### src/sad_pkg.sv
// constants, fields and commands shared by both ends of the serial adc link
// assumes a single 125 MHz system clock on both ends
package sad_pkg;
  localparam int unsigned CLK_KHZ          = 125000;
  localparam int unsigned OSC_MIN_KHZ      = 3600;  // internal_oscillator floor
  localparam int unsigned OSC_CYC          = CLK_KHZ / OSC_MIN_KHZ; // longest period, rounded down
  localparam int unsigned CONV_MAX_KHZ     = 6000;  // conversion clock ceiling from sclk
  localparam int unsigned SCLK_HALF        = (CLK_KHZ + 2 * CONV_MAX_KHZ - 1) / (2 * CONV_MAX_KHZ);
  localparam int unsigned SEL_MIN_SCLKS    = 6;     // least select-cycle length
  localparam logic [3:0]  CONV_CLKS        = 4'he;  // 14 conversion clocks
  localparam logic [4:0]  WORD_LAST        = 5'h0f; // index of 16th sclk
  localparam logic [4:0]  CMD_LAST         = 5'h03; // index of 4th sclk
  localparam logic [3:0]  FIFO_DEPTH       = 4'h8;
  // converter_configuration fields
  localparam int unsigned CFG_REF_EXT      = 11;
  localparam int unsigned CFG_REF_4V       = 10;
  localparam int unsigned CFG_CLK_SCLK     = 9;
  localparam int unsigned CFG_DIV_LO       = 7;
  localparam int unsigned CFG_MODE_LO      = 5;
  localparam int unsigned CFG_EXT_SAMP     = 4;
  localparam int unsigned CFG_INT_SEL      = 3;
  localparam int unsigned CFG_SEQ          = 2;
  localparam int unsigned CFG_THR_LO       = 0;
  localparam logic [11:0] CFG_RST          = 12'h000;
  // commands in the top nibble
  localparam logic [3:0]  CMD_RD_CFG       = 4'h9;
  localparam logic [3:0]  CMD_WR_CFG       = 4'ha;
  localparam logic [3:0]  CMD_RD_FIFO      = 4'he;
  // internal reference levels in millivolts
  localparam logic [12:0] REF_2V_MV        = 13'h07d0;
  localparam logic [12:0] REF_4V_MV        = 13'h0fa0;
  localparam logic [11:0] CODE_FULL        = 12'hfff;
  // host register offsets
  localparam logic [7:0]  HREG_TX          = 8'h00;
  localparam logic [7:0]  HREG_RX          = 8'h04;
  localparam logic [7:0]  HREG_STAT        = 8'h08;
  localparam logic [7:0]  HREG_PIN         = 8'h0c;

  typedef enum logic [1:0] {
    MODE_SINGLE = 2'b00,
    MODE_REPEAT = 2'b01,
    MODE_SWEEP  = 2'b10,
    MODE_RSWEEP = 2'b11
  } sad_mode_t;

  // fill level that raises the interrupt
  function automatic logic [3:0] sad_thr(input logic [1:0] mode, input logic [1:0] thr);
    logic [3:0] t;
    t = 4'h8;
    unique case (thr)
      2'b00: t = 4'h8;
      2'b01: t = 4'h6;
      2'b10: t = 4'h4;
      2'b11: t = 4'h2;
    endcase
    if (mode == MODE_SINGLE) t = 4'h1;
    return t;
  endfunction
endpackage

### src/sad_link_if.sv
// serial link between the converter end and the host end
// assumes the idle sdo line is pulled high when nobody drives it
`timescale 1ns/1ps
interface sad_link_if;
  logic cs_n;
  logic frame_sync_in;
  logic sclk;
  logic sdi;
  logic conversion_start_pin;
  logic sdo_o;
  logic sdo_oe_n;
  logic sdo;
  logic eoc_int_n;

  // resolved sdo wire
  assign sdo = sdo_oe_n ? 1'b1 : sdo_o;

  modport dev  (input cs_n, frame_sync_in, sclk, sdi, conversion_start_pin,
                output sdo_o, sdo_oe_n, eoc_int_n);
  modport host (output cs_n, frame_sync_in, sclk, sdi, conversion_start_pin,
                input sdo, eoc_int_n);
endinterface

### src/sad_adc_dev.sv
// converter end: serial cycles, configuration, conversion timing and result fifo
// assumes link pins are asynchronous to clk and sampled through two flops
`timescale 1ns/1ps
module sad_adc_dev
  import sad_pkg::*;
(
  // system
  input  wire logic        clk,
  input  wire logic        sys_rst,
  // link
  sad_link_if.dev          link,
  // analog front end, millivolts
  input  wire logic [12:0] ain_mv,
  input  wire logic [12:0] reference_high_pin_mv,
  input  wire logic [12:0] reference_low_pin_mv,
  // converter status
  output logic [2:0]       channel_r,
  output logic             sampling_r,
  output logic             converting_r,
  output logic             powered_r,
  output logic             ref_internal_r,
  output logic             ref_4v_r,
  output logic [11:0]      converter_configuration_r
);
  localparam int unsigned P_CS = 0, P_FS = 1, P_SCK = 2, P_SDI = 3, P_CST = 4;

  // pin synchronisers
  logic [4:0] pin_in, s1_r, s2_r, s3_r;
  assign pin_in = {link.conversion_start_pin, link.sdi, link.sclk, link.frame_sync_in, link.cs_n};
  for (genvar i = 0; i < 5; i++) begin : g_sync
    always_ff @(posedge clk or posedge sys_rst) begin
      if (sys_rst) begin
        s1_r[i] <= 1'b1;
        s2_r[i] <= 1'b1;
        s3_r[i] <= 1'b1;
      end else begin
        s1_r[i] <= pin_in[i];
        s2_r[i] <= s1_r[i];
        s3_r[i] <= s2_r[i];
      end
    end
  end

  // pin events
  wire cs_act  = !s2_r[P_CS];
  wire cs_fall = cs_act && s3_r[P_CS];
  wire fs_rise = cs_act && s2_r[P_FS] && !s3_r[P_FS];
  wire rise    = cs_act && s2_r[P_SCK] && !s3_r[P_SCK];
  wire fall    = cs_act && !s2_r[P_SCK] && s3_r[P_SCK];
  wire sdi_s   = s2_r[P_SDI];
  wire cst_low = !s2_r[P_CST];
  wire cst_rise = s2_r[P_CST] && !s3_r[P_CST];

  // configuration decode
  wire [11:0] cfg      = converter_configuration_r;
  wire [1:0]  mode     = cfg[CFG_MODE_LO +: 2];
  wire        fifo_md  = (mode != MODE_SINGLE);
  wire        ext_samp = cfg[CFG_EXT_SAMP];
  wire [3:0]  thr      = sad_thr(mode, cfg[CFG_THR_LO +: 2]);

  // serial state
  logic [4:0]  bit_cnt_r;
  logic [15:0] in_sr_r, out_sr_r;
  logic        oe_n_r, hold_r, fifo_first_r, rd_chain_r, is_rd_r, is_wr_r, is_sel_r;
  logic        int_pend_r, flush_r, arm_r, eoc_int_n_r;
  logic [3:0]  cnt_r;
  logic [2:0]  wp_r, rp_r;
  logic [11:0] mem [8];
  logic [1:0]  seq_r;

  wire [3:0] cmd     = {in_sr_r[2:0], sdi_s};
  wire       at_cmd  = rise && (bit_cnt_r == CMD_LAST);
  wire       at_last = rise && (bit_cnt_r == WORD_LAST);
  wire       cyc_beg = cs_fall || fs_rise || at_last;
  // entries left once a pop on this edge is counted, so a drained fifo is never preloaded
  wire [3:0] cnt_left = cnt_r - {3'h0, pop};
  wire       preload  = (int_pend_r || rd_chain_r) && (cnt_left != 4'h0);
  wire       pop     = at_last && is_rd_r;
  wire       sel_end = at_last && is_sel_r;

  // conversion clock: internal_oscillator or divided sclk
  logic [5:0] osc_cnt_r;
  logic [1:0] div_cnt_r;
  wire [1:0]  div_max = (cfg[CFG_DIV_LO +: 2] == 2'b10) ? 2'h3 :
                        (cfg[CFG_DIV_LO +: 2] == 2'b01) ? 2'h1 : 2'h0;
  wire osc_tick  = (osc_cnt_r == 6'(OSC_CYC - 1));
  wire sck_rise  = s2_r[P_SCK] && !s3_r[P_SCK];
  wire sck_tick  = sck_rise && (div_cnt_r == div_max);
  wire conv_tick = cfg[CFG_CLK_SCLK] ? sck_tick : osc_tick;

  always_ff @(posedge clk or posedge sys_rst) begin
    if (sys_rst) begin
      osc_cnt_r <= 6'h00;
      div_cnt_r <= 2'h0;
    end else begin
      osc_cnt_r <= osc_tick ? 6'h00 : osc_cnt_r + 6'h01;
      if (sck_rise) div_cnt_r <= (div_cnt_r == div_max) ? 2'h0 : div_cnt_r + 2'h1;
    end
  end

  // conversion trigger and sweep channel
  logic [3:0]  conv_cnt_r;
  logic [12:0] held_r;
  wire [2:0] sweep_ch = cfg[CFG_SEQ] ? {seq_r, 1'b0} : {1'b0, seq_r};
  wire sweep_md  = mode[1];
  wire stalled   = (mode == MODE_SWEEP) && int_pend_r;
  wire ext_start = ext_samp && cst_rise && !cs_act && (fifo_md || arm_r);
  wire nrm_start = !ext_samp && sel_end;
  wire start     = (ext_start || nrm_start) && !converting_r && !stalled;
  wire done      = converting_r && conv_tick && (conv_cnt_r == CONV_CLKS - 4'h1);
  wire smp_now   = ext_samp ? (cst_low && !cs_act)
                            : (is_sel_r && bit_cnt_r > CMD_LAST);

  // result scaling against the selected reference
  wire [12:0] hi_mv = ref_internal_r ? (ref_4v_r ? REF_4V_MV : REF_2V_MV)
                                     : reference_high_pin_mv;
  wire [12:0] lo_mv = ref_internal_r ? 13'h0000 : reference_low_pin_mv;
  wire [12:0] span  = (hi_mv > lo_mv) ? hi_mv - lo_mv : 13'h0001;
  wire [24:0] scaled = 25'({12'h000, held_r - lo_mv} * 25'd4095) / 25'(span);
  wire [11:0] result = (held_r <= lo_mv) ? 12'h000 :
                       (held_r >= hi_mv) ? CODE_FULL : scaled[11:0];

  // fifo level arithmetic
  wire        flush   = done && (flush_r || !fifo_md);
  wire [3:0]  base    = flush ? 4'h0 : cnt_r;
  wire        store   = done && (base < FIFO_DEPTH);
  wire [3:0]  cnt_nxt = base + {3'h0, store} - {3'h0, pop && !flush};

  always_ff @(posedge clk) begin
    if (store) mem[flush ? 3'h0 : wp_r] <= result;
  end

  // fifo pointers, level and interrupt flag
  always_ff @(posedge clk or posedge sys_rst) begin
    if (sys_rst) begin
      cnt_r <= 4'h0; wp_r <= 3'h0; rp_r <= 3'h0; int_pend_r <= 1'b0; flush_r <= 1'b0;
    end else begin
      cnt_r <= cnt_nxt;
      wp_r  <= (flush ? 3'h0 : wp_r) + {2'h0, store};
      rp_r  <= flush ? 3'h0 : rp_r + {2'h0, pop};
      if (done && cnt_nxt >= thr) int_pend_r <= 1'b1;
      else if (cnt_nxt < thr && (pop || flush)) int_pend_r <= 1'b0;
      else if (!fifo_md && cyc_beg) int_pend_r <= 1'b0;
      if (flush) flush_r <= 1'b0;
      else if (mode == MODE_RSWEEP && int_pend_r &&
               ((at_cmd && fifo_first_r && cmd != CMD_RD_FIFO) || cst_rise))
        flush_r <= 1'b1;
    end
  end

  // serial cycle: command decode and data shifting
  always_ff @(posedge clk or posedge sys_rst) begin
    if (sys_rst) begin
      bit_cnt_r <= 5'h00; in_sr_r <= 16'h0000; out_sr_r <= 16'h0000;
      oe_n_r <= 1'b1; hold_r <= 1'b0; fifo_first_r <= 1'b0; rd_chain_r <= 1'b0;
      is_rd_r <= 1'b0; is_wr_r <= 1'b0; is_sel_r <= 1'b0; arm_r <= 1'b0;
      channel_r <= 3'h0; converter_configuration_r <= CFG_RST;
    end else if (!cs_act) begin
      bit_cnt_r <= 5'h00; oe_n_r <= 1'b1; hold_r <= 1'b0; fifo_first_r <= 1'b0;
      is_rd_r <= 1'b0; is_wr_r <= 1'b0; is_sel_r <= 1'b0;
    end else if (cyc_beg) begin
      if (at_last && is_wr_r)
        converter_configuration_r <= {in_sr_r[10:0], sdi_s};
      if (at_last && is_sel_r && ext_samp && !fifo_md) arm_r <= 1'b1;
      rd_chain_r   <= at_last && is_rd_r;
      bit_cnt_r    <= 5'h00;
      is_rd_r      <= 1'b0; is_wr_r <= 1'b0; is_sel_r <= 1'b0;
      hold_r       <= at_last;                                          // keep preload over 16th fall
      fifo_first_r <= preload;
      oe_n_r       <= !preload;
      out_sr_r     <= {mem[pop ? rp_r + 3'h1 : rp_r], 4'h0};
    end else begin
      if (rise) begin
        in_sr_r   <= {in_sr_r[14:0], sdi_s};
        bit_cnt_r <= bit_cnt_r + 5'h01;
      end
      if (at_cmd) begin
        is_wr_r  <= (cmd == CMD_WR_CFG);
        is_sel_r <= !cmd[3];
        is_rd_r  <= (cmd == CMD_RD_FIFO) && fifo_first_r;
        if (!cmd[3]) channel_r <= cmd[2:0];
        if (cmd == CMD_RD_CFG && mode == MODE_SINGLE) begin
          out_sr_r <= {cfg, 4'h0};
          oe_n_r   <= 1'b0;
          hold_r   <= 1'b1;
        end else if (fifo_first_r && cmd != CMD_RD_FIFO) begin
          oe_n_r <= 1'b1;
        end
      end else if (fall) begin
        if (!hold_r) out_sr_r <= {out_sr_r[14:0], 1'b0};
        hold_r <= 1'b0;
      end
      if (ext_start) arm_r <= 1'b0;
    end
  end

  // conversion engine and pin outputs
  always_ff @(posedge clk or posedge sys_rst) begin
    if (sys_rst) begin
      converting_r <= 1'b0; conv_cnt_r <= 4'h0; held_r <= 13'h0000; seq_r <= 2'h0;
      sampling_r <= 1'b0; powered_r <= 1'b0; eoc_int_n_r <= 1'b1;
      ref_internal_r <= 1'b1; ref_4v_r <= 1'b0;
    end else begin
      sampling_r <= smp_now;
      if (smp_now) held_r <= ain_mv;
      if (start) begin
        converting_r <= 1'b1;
        conv_cnt_r   <= 4'h0;
      end else if (done) begin
        converting_r <= 1'b0;
        if (sweep_md) seq_r <= seq_r + 2'h1;
      end else if (converting_r && conv_tick) begin
        conv_cnt_r <= conv_cnt_r + 4'h1;
      end
      if (!sweep_md) seq_r <= 2'h0;
      powered_r      <= cs_act || cst_low || converting_r;
      ref_internal_r <= !cfg[CFG_REF_EXT];
      ref_4v_r       <= cfg[CFG_REF_4V];
      if (fifo_md || cfg[CFG_INT_SEL]) eoc_int_n_r <= !int_pend_r;
      else eoc_int_n_r <= !(converting_r || start);
    end
  end

  assign link.sdo_o     = out_sr_r[15];
  assign link.sdo_oe_n  = oe_n_r;
  assign link.eoc_int_n = eoc_int_n_r;
  wire unused_ch = |sweep_ch;
endmodule // sad_adc_dev

### src/flat_wrapper.sv
// flat-port wrapper written by rule: the top's interface ports become plain ports
module sad_adc_dev_flat import sad_pkg::*;
  (clk, sys_rst, ain_mv, reference_high_pin_mv, reference_low_pin_mv, channel_r, sampling_r, converting_r, powered_r, ref_internal_r, ref_4v_r, converter_configuration_r, link_cs_n, link_frame_sync_in, link_sclk, link_sdi, link_conversion_start_pin, link_sdo_o, link_sdo_oe_n, link_eoc_int_n);
  sad_link_if link_i ();
  input  wire logic clk;
  input  wire logic sys_rst;
  input  wire logic [12:0] ain_mv;
  input  wire logic [12:0] reference_high_pin_mv;
  input  wire logic [12:0] reference_low_pin_mv;
  output logic [2:0] channel_r;
  output logic sampling_r;
  output logic converting_r;
  output logic powered_r;
  output logic ref_internal_r;
  output logic ref_4v_r;
  output logic [11:0] converter_configuration_r;
  input wire logic [$bits(link_i.cs_n)-1:0] link_cs_n;
  input wire logic [$bits(link_i.frame_sync_in)-1:0] link_frame_sync_in;
  input wire logic [$bits(link_i.sclk)-1:0] link_sclk;
  input wire logic [$bits(link_i.sdi)-1:0] link_sdi;
  input wire logic [$bits(link_i.conversion_start_pin)-1:0] link_conversion_start_pin;
  output wire logic [$bits(link_i.sdo_o)-1:0] link_sdo_o;
  output wire logic [$bits(link_i.sdo_oe_n)-1:0] link_sdo_oe_n;
  output wire logic [$bits(link_i.eoc_int_n)-1:0] link_eoc_int_n;
  assign link_i.cs_n = link_cs_n;
  assign link_i.frame_sync_in = link_frame_sync_in;
  assign link_i.sclk = link_sclk;
  assign link_i.sdi = link_sdi;
  assign link_i.conversion_start_pin = link_conversion_start_pin;
  assign link_sdo_o = link_i.sdo_o;
  assign link_sdo_oe_n = link_i.sdo_oe_n;
  assign link_eoc_int_n = link_i.eoc_int_n;
  sad_adc_dev u_core (.clk(clk), .sys_rst(sys_rst), .link(link_i), .ain_mv(ain_mv), .reference_high_pin_mv(reference_high_pin_mv), .reference_low_pin_mv(reference_low_pin_mv), .channel_r(channel_r), .sampling_r(sampling_r), .converting_r(converting_r), .powered_r(powered_r), .ref_internal_r(ref_internal_r), .ref_4v_r(ref_4v_r), .converter_configuration_r(converter_configuration_r));
endmodule
### config.mk
export PLATFORM = sky130hd
export DESIGN_NAME = sad_adc_dev_flat
export DESIGN_NICKNAME = d
export VERILOG_FILES = /design/src/sad_pkg.sv /design/src/sad_link_if.sv /design/src/sad_adc_dev.sv /design/src/flat_wrapper.sv
export SDC_FILE = /design/constraint.sdc
export NUM_CORES = 1
export LEC_CHECK = 0
export BUFFER_PORTS_ARGS = -buffer_cell sky130_fd_sc_hd__buf_2
export CORE_MARGIN = 4
export CORE_UTILIZATION = 25
export CTS_BUF_LIST = sky130_fd_sc_hd__clkbuf_8
export DETAILED_ROUTE_END_ITERATION = 10
export SLEW_MARGIN = 20
export SYNTH_ARGS = -nofsm -noshare
export SYNTH_HDL_FRONTEND = slang
export SYNTH_SLANG_ARGS = --single-unit
### constraint.sdc
create_clock -name clk -period 87.4 [get_ports clk]
set_clock_uncertainty 0.2 [all_clocks]
set_input_delay 8.74 -clock clk [delete_from_list [all_inputs] [get_ports clk]]
set_output_delay 8.74 -clock clk [all_outputs]
set_load 0.01 [all_outputs]
==> qor.csv, run 1 <==
stage;metric;value;unit
yosys;synthFlopType;sky130_fd_sc_hd__edfxtp_1;
setup_path;timing.setup.critical_path_class;primary input to flip-flop;
clocking;cts-buffers-inserted;29;
setup_path;worstPathArrival;81.46;ns
clocking;cts_buffer_depth;3;
die;die_h;337.9;um
yosys;syn_nets;3620;
global_route;pin_count_of_the_biggest_net_entering_global_routing;80;
yosys;dominant_combinational_cell_family_by_area_after_synthesis;adder cells;
run_status;outcome;completed;
drt;drtIter0Drc;1706;
yosys;synth_cells;3130;
yosys;synth-async-reset-ratio;0.5294;
timing;final.setup.tns;0;ns
die;dieArea;114200;um2
drt;drt_pass1_iterations;5;
yosys;number_of_library_cell_types_mapped_by_synthesis;112;
yosys;yosys-mux-area-fraction;0.07460;
cells_and_area;nets;3678;
clocking;worst_skew_pair.late_latency;0.59;ns
yosys;ys_top_cells_by_count;sky130_fd_sc_hd__ha_1 (372), sky130_fd_sc_hd__nand2_1 (280), sky130_fd_sc_hd__nor2_1 (246), sky130_fd_sc_hd__inv_1 (191), sky130_fd_sc_hd__a21oi_1 (183);
clocking;clock_sinks;204;
drt;routedWlPerCell;16.35;um
placement;detailed_place_hpwl;58860;um
yosys;synth_sequential_area_ratio;0.2061;
timing;final.min_clock_period;81.43;ns
setup_path;worstSetupEndpointType;flip-flop;
flow_run;max_cap_violations;0;
setup_path;critical_path.reg2reg.startpoint;u_core.ref_internal_r;
timing;worst_slew_margin_rel;0.2984;
yosys;synth-simple-area-share;0.1828;
die;floorplan.io_pins;69;
yosys;synth.avg_cell_area;8.692;um2
timing;rsz0062_at_grt;false;
die;start_util;0.2531;
die;rows;120;
setup_path;timing.critical_path.max_delay_family;compound AO/OA/AOI/OAI gates;
setup_path;critical_path.n_buffers_inverters;16;
drt;route.antenna.remaining_nets;0;
clocking;clk_pin_slew_worst_paths;0.06;ns
global_route;grt.overflow.total;0;
yosys;yosysMostFrequentCell;sky130_fd_sc_hd__ha_1;
worst_hold_path;worst_hold_path_type;flip-flop to flip-flop;
yosys;synth_edf_count;96;
cells_and_area;area_growth_syn_to_layout;10.19;%
timing;worst_slew_pin_slew;1.052;ns
clocking;cts_tree;done;
yosys;synth-warning-count;0;
yosys;fraction_of_synthesized_cell_area_in_xor_and_xnor_cells;0.05055;
yosys;synth-compound-area-share;0.2214;
yosys;number_of_register_bits_inferred_by_synthesis;204;
global_route;grt_first_pass_wirelength;121100;um
yosys;netlist_area;27200;um2
die;placeableCoreArea;107500;um2
timing;hold_violations;0;
yosys;synth_top_area_frac;0.1711;
drt;routed-via-count;23704;
setup_path;timing.critical_path.from_type;primary input;
drt;routed_wirelength;75460;um
clocking;root_buffer;sky130_fd_sc_hd__clkbuf_8;
global_route;antenna_found_initial;1;
timing;report.final.slew_viol_count;0;
setup_path;cpPeakStageDelay;0.68;ns
setup_path;critical_path.startpoint;reference_low_pin_mv[1];
global_route;grt_usage;0.1274;
clocking;clock_h_tree_levels;1;
yosys;synthDominantAreaCellType;sky130_fd_sc_hd__ha_1;
timing;max_clock_freq;0.01228;GHz
setup_path;setup.reg_to_reg.worst_slack;13.28;ns
drt;vias_per_cell;5.136;
yosys;synth-adder-area-share;0.2245;
worst_hold_path;hold_path_startpoint;u_core.s1_r[2];
placement;number_of_buffers_inserted_by_port_buffering;68;
setup_path;worst_path_max_delay_cell;sky130_fd_sc_hd__fa_1;
setup_path;crit_top_cell;sky130_fd_sc_hd__o21a_1;
die;die_width;337.9;um
timing;post-route-period-util;0.9317;
placement;gp_congestion;0.8895;
setup_path;worstPathRequired;87.43;ns
global_route;grt_pass1_vias;22851;
cells_and_area;share_of_post_route_cells_with_drive_strength_above_1;0.1320;
setup_path;critical_path.max_fanout;26;
drt;drc;0;
yosys;synth.area.top_cells;sky130_fd_sc_hd__ha_1 (17%), sky130_fd_sc_hd__edfxtp_1 (11%), sky130_fd_sc_hd__dfrtp_1 (8.4%);
timing;finalSetupViolCount;0;
-- flip-flops by register name, summed over array words and instances (netlist names), 2 cells and up --
register / flops
u_core.mem: 96
u_core.held_r: 13
u_core.converter_configuration_r: 12
u_core.out_sr_r: 12
u_core.in_sr_r: 11
u_core.osc_cnt_r: 6
u_core.bit_cnt_r: 5
u_core.s1_r: 5
u_core.cnt_r: 4
u_core.conv_cnt_r: 4
u_core.s2_r: 4
u_core.s3_r: 4
u_core.channel_r: 3
u_core.rp_r: 3
u_core.wp_r: 3
u_core.div_cnt_r: 2
-- layout by cell type, fill, tap and decap left out, types with 24 or more instances in the layout --
cell type	synthesis	final
sky130_fd_sc_hd__xnor2_1	93	93
sky130_fd_sc_hd__inv_1	191	200
sky130_fd_sc_hd__or2_2	41	41
sky130_fd_sc_hd__edfxtp_1	96	96
sky130_fd_sc_hd__dfrtp_1	91	91
sky130_fd_sc_hd__nand4_1	29	29
sky130_fd_sc_hd__nand3_1	46	46
sky130_fd_sc_hd__buf_2	14	68
sky130_fd_sc_hd__nor2_1	246	241
sky130_fd_sc_hd__nand2b_1	48	48
sky130_fd_sc_hd__mux2_2	110	110
sky130_fd_sc_hd__o31ai_1	70	70
sky130_fd_sc_hd__a211oi_1	39	37
sky130_fd_sc_hd__xor2_1	64	62
sky130_fd_sc_hd__o21a_1	136	135
sky130_fd_sc_hd__a21oi_1	183	180
sky130_fd_sc_hd__ha_1	372	372
sky130_fd_sc_hd__mux4_2	24	24
sky130_fd_sc_hd__fa_1	72	72
sky130_fd_sc_hd__o21ai_0	108	108
sky130_fd_sc_hd__clkbuf_8	0	31
sky130_fd_sc_hd__nand2_1	280	278
sky130_fd_sc_hd__a21o_1	70	70
sky130_fd_sc_hd__buf_4	1	42
sky130_fd_sc_hd__nor2b_1	45	44
sky130_fd_sc_hd__nor3_1	150	146
sky130_fd_sc_hd__and2_1	31	30
sky130_fd_sc_hd__a31oi_1	32	31
-- metrics by stage --
step           setup slack, ns  hold WS, ns  instance area (um2)    util  std cells
3_3_place_gp             3.743       0.1476                29280  0.2724       4554
3_5_place_dp             2.296       0.1472                29280  0.2724       4554
5_1_grt               0.002636       0.1569                29980  0.2788       4614
4_1_cts                  2.591       0.1576                29810  0.2773       4608
2_1_floorplan            9.532       0.1452                27200       -       3130
6_report                 5.973       0.1553                29980  0.2789       4615
-- layer usage --
metal,vias up,track usage,part of all wire
met5,-,0,0
met4,0,0.02662,0.017
met3,86,0.01006,0.045
met2,569,0.2169,0.46
met1,11297,0.1768,0.48
li1,11752,-,-
-- layout make-up --
type / count / area, um2
Inverter: 191 / 719.4
Clock buffer: 31 / 426.7
Multi-Input combinational cell: 2652 / 20700
Fill cell: 11447 / 77530
Tap cell: 1403 / 1755
Antenna cell: 1 / 2.502
Clock inverter: 23 / 106.4
Sequential cell: 204 / 5607
Timing Repair Buffer: 110 / 655.6
-- cell families after synthesis --
logic type | after synthesis
AOI/OAI and AO/OA | 869
xor gates and xnor gates | 157
adders and majority gates | 445
buffers and inverters | 277
DFF | 204
muxes | 157
and+or+nand+nor | 1021
-- final timing paths --
check                                      to  cells after the start
max in group asynchronous   u_core.in_sr_r[6]                      3
min reg2reg                    u_core.s2_r[2]                      0
min                            u_core.s2_r[2]                      0
max                          u_core.mem[6][0]                    350
max reg2reg                  u_core.mem[6][0]                    350
min in group asynchronous  u_core.in_sr_r[10]                      2
-- what timing repair did --
action                     in CTS  in global routing
setup endpoints to repair       0                 16
resized for setup               0                 29
setup buffers                   0                  3
hold endpoints to repair        0                  0
hold buffers                    0                  0
Power of run 1 is left out: the tool's default activity adds up to more than one toggle a clock period on the data nets, which glitch-free logic cannot reach.
==> run 2, diff against run 1 <==
--- a/config.mk
+++ b/config.mk
@@ -10,6 +10,7 @@
 export CORE_UTILIZATION = 25
 export CTS_BUF_LIST = sky130_fd_sc_hd__clkbuf_8
 export DETAILED_ROUTE_END_ITERATION = 10
+export MAX_ROUTING_LAYER = met4
 export SLEW_MARGIN = 20
 export SYNTH_ARGS = -nofsm -noshare
 export SYNTH_HDL_FRONTEND = slang
==> qor.csv, run 2 (synthesis gave the netlist of run 1 again) <==
stage;metric;value;unit;change
cells_and_area;layout_common_cells;sky130_fd_sc_hd__ha_1 (372), sky130_fd_sc_hd__nand2_1 (278), sky130_fd_sc_hd__nor2_1 (242), sky130_fd_sc_hd__inv_1 (196), sky130_fd_sc_hd__a21oi_1 (180);;was sky130_fd_sc_hd__ha_1 (372), sky130_fd_sc_hd__nand2_1 (278), sky130_fd_sc_hd__nor2_1 (241), sky130_fd_sc_hd__inv_1 (200), sky130_fd_sc_hd__a21oi_1 (180)
cells_and_area;register_ranked_first_by_flip_flop_count;u_core.mem;;unchanged
die;dieArea;114200;um2;unchanged
cells_and_area;area_growth_syn_to_layout;10.29;%;was 10.19%
cells_and_area;num_antenna_cells;0;;was 1
clocking;hold_fix_buffers_at_cts;0;;unchanged
die;placeableCoreArea;107500;um2;unchanged
cells_and_area;share_of_post_route_cells_with_drive_strength_above_1;0.1329;;was 0.1320
global_route;antenna_found_initial;0;;was 1
die;die_width;337.9;um;unchanged
setup_path;worst_path_max_delay_cell;sky130_fd_sc_hd__fa_1;;unchanged
clocking;worst_skew_pair.late_latency;0.61;ns;was 0.59 ns
global_route;pin_count_of_the_biggest_net_entering_global_routing;84;;was 80
placement;total_instance_count_after_detailed_placement;4555;;was 4554
setup_path;crit_top_cell;sky130_fd_sc_hd__o21a_1;;unchanged
cells_and_area;layout.cells.most_common;sky130_fd_sc_hd__ha_1;;unchanged
placement;detailed_place_hpwl;58750;um;was 58860 um
setup_path;timing.critical_path.from_type;primary input;;unchanged
clocking;clk_pin_slew_worst_paths;0.07;ns;was 0.06 ns
setup_path;worstSetupEndpointType;flip-flop;;unchanged
timing;finalSetupViolCount;0;;unchanged
drt;drt_pass1_iterations;5;;unchanged
timing;rsz0062_at_grt;false;;unchanged
cells_and_area;number_of_flip_flops_in_the_largest_register;96;;unchanged
setup_path;critical_path.n_buffers_inverters;15;;was 16
placement;number_of_buffers_inserted_by_port_buffering;68;;unchanged
setup_path;worstPathArrival;81.59;ns;was 81.46 ns
timing;worst_slew_margin_rel;0.2716;;was 0.2984
drt;vias_per_cell;5.175;;was 5.136
global_route;grt_pass1_vias;22980;;was 22851
flow_run;max_cap_violations;0;;unchanged
timing;final.min_clock_period;81.56;ns;was 81.43 ns
clocking;cts-buffers-inserted;30;;was 29
drt;route.antenna.remaining_nets;0;;unchanged
timing;max_clock_freq;0.01226;GHz;was 0.01228 GHz
clocking;clock_sinks;204;;unchanged
run_status;outcome;completed;;unchanged
drt;drc;0;;unchanged
drt;routed_wirelength;75380;um;was 75460 um
placement;gp_congestion;0.9133;;was 0.8895
clocking;clock_h_tree_levels;1;;unchanged
global_route;grt.overflow.total;0;;unchanged
cells_and_area;final-instance-count-excl-fill;4617;;was 4615
setup_path;timing.setup.critical_path_class;primary input to flip-flop;;unchanged
global_route;grt_usage;0.1299;;was 0.1274
timing;post-route-period-util;0.9332;;was 0.9317
die;rows;120;;unchanged
timing;report.final.slew_viol_count;0;;unchanged
setup_path;cpPeakStageDelay;0.67;ns;was 0.68 ns
die;die_h;337.9;um;unchanged
drt;drtIter0Drc;1716;;was 1706
die;start_util;0.2531;;unchanged
setup_path;worstPathRequired;87.43;ns;about the same
timing;hold_violations;0;;unchanged
cells_and_area;layout.core_utilization;0.2791;;was 0.2789
setup_path;timing.critical_path.max_delay_family;compound AO/OA/AOI/OAI gates;;unchanged
drt;routed-via-count;23891;;was 23704
global_route;grt_first_pass_wirelength;120000;um;was 121100 um
timing;worst_slew_pin_slew;1.093;ns;was 1.052 ns
clocking;cts_buffer_depth;3;;unchanged
clocking;root_buffer;sky130_fd_sc_hd__clkbuf_8;;unchanged
timing;final.setup.tns;0;ns;unchanged
cells_and_area;nets;3680;;was 3678
setup_path;critical_path.max_fanout;26;;unchanged
cells_and_area;largest_registers_ranked_by_flip_flop_count;u_core.mem: 96 flops, u_core.held_r: 13 flops;;unchanged
drt;routedWlPerCell;16.33;um;was 16.35 um
worst_hold_path;worst_hold_path_type;flip-flop to flip-flop;;unchanged
die;floorplan.io_pins;69;;unchanged
clocking;cts_tree;done;;unchanged
-- run 2: cell types whose count changed in the layout (fill, tap and decap cells not counted), moves of 2 or more --
| cell | previous run | this run |
|---|---|---|
| sky130_fd_sc_hd__clkinv_1 | 4 | 9 |
| sky130_fd_sc_hd__inv_1 | 200 | 196 |
| sky130_fd_sc_hd__nor4_1 | 18 | 16 |
| sky130_fd_sc_hd__nor4_2 | 0 | 2 |
-- run 2: per-stage QoR --
stage	setup WS, ns	hold WS [ns]	instance area [um2]
floorplan	9.532	0.1452	27200
global placement	3.608	0.1490	29290
detailed placement	2.190	0.1473	29290
CTS	2.506	0.1577	29840
global route	0.07123	0.1595	30010
finish	5.839	0.1561	30010
-- run 2: layout make-up --
type                            instances  area [um2]
Fill cell                           11442       77500
Multi-Input combinational cell       2652       20710
Sequential cell                       204        5607
Tap cell                             1403        1755
Inverter                              191       719.4
Timing Repair Buffer                  111       666.9
Clock buffer                           31       426.7
Clock inverter                         25       121.4
-- run 2: path summary, 6_finish.rpt --
check / start / cells past startpoint / to / slack, ns
setup / recovery: reference_low_pin_mv[1] / 350 / u_core.mem[6][0] / 5.84
hold / removal: u_core.s1_r[2] / 0 / u_core.s2_r[2] / 0.16
setup reg to reg: u_core.ref_internal_r / 350 / u_core.mem[6][0] / 13.14
hold reg to reg: u_core.s1_r[2] / 0 / u_core.s2_r[2] / 0.16
max in group asynchronous: sys_rst / 3 / u_core.is_sel_r / 78.02
min in group asynchronous: sys_rst / 2 / u_core.held_r[5] / 7.94
-- run 2: worst register-to-register path, delay by kind of cell, from the launching register on --
kind | cells | cell delay [ns]
flops | 1 | 0.41
simple gates | 93 | 15.97
fa+ha+maj | 32 | 10.87
compound gates | 202 | 41.26
buf+inv | 15 | 2.73
mux | 7 | 2.21
xor+xnor | 1 | 0.19
-- run 2: routing by layer --
| metal | GRT usage | part of all wire |
|---|---|---|
| met5 | - | 0 |
| met3 | 0.01126 | 0.050 |
| met1 | 0.1736 | 0.47 |
| met2 | 0.2153 | 0.46 |
| met4 | 0.02735 | 0.021 |
-- run 2: repair_timing --
| item | in CTS | in global routing |
|---|---|---|
| buffers inserted | 0 | 3 |
| resized for setup | 0 | 31 |
| setup endpoints to repair | 0 | 16 |
Power of run 2 is left out for the same reason.
==> run 3, diff against run 2 <==
==> constraint.sdc (replaced) <==
create_clock -name clk -period 101.5 [get_ports clk]
set_clock_uncertainty 0.2 [all_clocks]
set_input_delay 10.15 -clock clk [delete_from_list [all_inputs] [get_ports clk]]
set_output_delay 10.15 -clock clk [all_outputs]
set_load 0.01 [all_outputs]
==> qor.csv, run 3 (synthesis gave the netlist of run 1 again) <==
stage;metric;value;unit;change
cells_and_area;layout_common_cells;sky130_fd_sc_hd__ha_1 (372), sky130_fd_sc_hd__nand2_1 (280), sky130_fd_sc_hd__nor2_1 (244), sky130_fd_sc_hd__inv_1 (195), sky130_fd_sc_hd__a21oi_1 (183);;was sky130_fd_sc_hd__ha_1 (372), sky130_fd_sc_hd__nand2_1 (278), sky130_fd_sc_hd__nor2_1 (242), sky130_fd_sc_hd__inv_1 (196), sky130_fd_sc_hd__a21oi_1 (180)
cells_and_area;num_antenna_cells;0;;unchanged
cells_and_area;area_growth_syn_to_layout;10.13;%;was 10.29%
drt;routed-via-count;23597;;was 23891
global_route;antenna_found_initial;0;;unchanged
setup_path;worstSetupEndpointType;flip-flop;;unchanged
timing;report.final.slew_viol_count;0;;unchanged
cells_and_area;share_of_post_route_cells_with_drive_strength_above_1;0.1259;;was 0.1329
worst_hold_path;min_path_cells;0;;unchanged
setup_path;worstRegToRegCells;344;;was 350
placement;number_of_buffers_inserted_by_port_buffering;68;;unchanged
setup_path;crit_top_cell;sky130_fd_sc_hd__o21a_1;;unchanged
clocking;clock_sinks;204;;unchanged
clocking;clk_pin_slew_worst_paths;0.06;ns;was 0.07 ns
timing;rsz0062_at_grt;false;;unchanged
drt;vias_per_cell;5.118;;was 5.175
worst_hold_path;worst_hold_path_type;flip-flop to flip-flop;;unchanged
global_route;grt.overflow.total;0;;unchanged
run_status;outcome;completed;;unchanged
timing;worst_slew_margin_rel;0.2878;;was 0.2716
global_route;pin_count_of_the_biggest_net_entering_global_routing;84;;unchanged
timing;finalSetupViolCount;0;;unchanged
clocking;clock_h_tree_levels;1;;unchanged
flow_run;max_cap_violations;0;;unchanged
clocking;cts_buffer_depth;3;;unchanged
clocking;root_buffer;sky130_fd_sc_hd__clkbuf_8;;unchanged
clocking;worst_skew_pair.late_latency;0.59;ns;was 0.61 ns
die;rows;120;;unchanged
clocking;hold_fix_buffers_at_cts;0;;unchanged
drt;route.antenna.remaining_nets;0;;unchanged
cells_and_area;number_of_flip_flops_in_the_largest_register;96;;unchanged
timing;worst_slew_pin_slew;1.068;ns;was 1.093 ns
die;die_width;337.9;um;unchanged
setup_path;critical_path.reg2reg.startpoint;u_core.ref_internal_r;;unchanged
setup_path;timing.critical_path.from_type;primary input;;unchanged
worst_hold_path;min_to;u_core.s2_r[2];;unchanged
setup_path;worst_path_max_delay_cell;sky130_fd_sc_hd__nor2_2;;was sky130_fd_sc_hd__fa_1
drt;drtIter0Drc;1598;;was 1716
timing;final.min_clock_period;86.84;ns;
setup_path;cpPeakStageDelay;0.76;ns;was 0.67 ns
setup_path;critical_path.max_fanout;26;;unchanged
global_route;grt_usage;0.1319;;was 0.1299
die;floorplan.io_pins;69;;unchanged
drt;drt_pass1_iterations;5;;unchanged
drt;routed_wirelength;74860;um;was 75380 um
clocking;cts_setup_buffers;0;;unchanged
cells_and_area;nets;3674;;was 3680
timing;post-route-period-util;0.8556;;
setup_path;worstPathRequired;101.51;ns;was 87.43 ns
die;dieArea;114200;um2;unchanged
timing;hold_violations;0;;unchanged
clocking;cts-buffers-inserted;30;;unchanged
setup_path;timing.setup.critical_path_class;primary input to flip-flop;;unchanged
setup_path;setup.reg_to_reg.worst_slack;23.36;ns;was 13.14 ns
clocking;cts_tree;done;;unchanged
timing;final.setup.tns;0;ns;unchanged
worst_hold_path;hold_path_startpoint;u_core.s1_r[2];;unchanged
setup_path;critical_path.reg2reg.endpoint;u_core.mem[2][0];;was u_core.mem[6][0]
setup_path;worstPathArrival;86.86;ns;was 81.59 ns
placement;gp_congestion;0.9164;;was 0.9133
global_route;grt_pass1_vias;23049;;was 22980
global_route;grt_first_pass_wirelength;121400;um;was 120000 um
cells_and_area;largest_registers_ranked_by_flip_flop_count;u_core.mem: 96 flops, u_core.held_r: 13 flops;;unchanged
cells_and_area;layout.cells.most_common;sky130_fd_sc_hd__ha_1;;unchanged
die;placeableCoreArea;107500;um2;unchanged
cells_and_area;register_ranked_first_by_flip_flop_count;u_core.mem;;unchanged
die;start_util;0.2531;;unchanged
drt;routedWlPerCell;16.24;um;was 16.33 um
drt;drc;0;;unchanged
timing;max_clock_freq;0.01151;GHz;
placement;detailed_place_hpwl;58720;um;was 58750 um
die;die_h;337.9;um;unchanged
clocking;cts-resized-gates;0;;unchanged
run 3: changes by cell type in the layout (fill, tap and decap cells not counted), sizes merged:
| cell | previous run | this run |
|---|---|---|
| nand4 | 31 | 30 |
| clkinvlp | 0 | 1 |
| inv | 197 | 196 |
| a21boi | 14 | 13 |
| clkinv | 19 | 12 |
| bufinv | 0 | 3 |
| buf | 111 | 108 |
| clkbuf | 31 | 35 |
| nor2 | 247 | 246 |
run 3: metal layers:
layer / up-vias / wire (um) / global-route usage
met5: - / 0 / -
met4: 0 / 2360 / 0.03701
met3: 140 / 4225 / 0.01618
met2: 597 / 33390 / 0.2122
met1: 11139 / 34880 / 0.1750
li1: 11721 / - / -
run 3: cell type report:
type,instances,area (um2)
Tap cell,1403,1755
Sequential cell,204,5607
Multi-Input combinational cell,2649,20570
Clock inverter,21,186.4
Inverter,191,719.4
Fill cell,11419,77540
Timing Repair Buffer,108,644.4
Clock buffer,35,481.7
run 3: stage by stage:
step	utilization	area (um2)	std cells	hold WS (ns)	setup WS, ns
5_1_grt	0.2787	29960	4611	0.1578	7.980
4_1_cts	0.2787	29960	4611	0.1582	15.35
3_5_place_dp	0.2724	29290	4555	0.1478	15.07
6_report	0.2787	29960	4611	0.1577	14.66
2_1_floorplan	-	27200	3130	0.1452	22.22
3_3_place_gp	0.2724	29290	4555	0.1464	16.31
run 3: worst max path at each step:
stage | start | endpoint | cells after the start
2_1_floorplan | reference_low_pin_mv[1] | u_core.mem[0][0] | 363
5_1_grt | reference_low_pin_mv[1] | u_core.mem[2][0] | 344
3_5_place_dp | reference_low_pin_mv[1] | u_core.mem[6][0] | 341
6_report | reference_low_pin_mv[1] | u_core.mem[2][0] | 344
4_1_cts | reference_low_pin_mv[1] | u_core.mem[2][0] | 340
3_3_place_gp | reference_low_pin_mv[1] | u_core.mem[6][0] | 337
run 3: worst max-delay path, delay by kind of cell:
family          cells  cell delay (ns)
mux                 7             2.39
xor+xnor            2             0.61
compound gates    197            42.96
buf+inv            16             2.25
fa+ha+maj          31            10.31
simple gates       91            18.04
Power of run 3 is left out for the same reason.
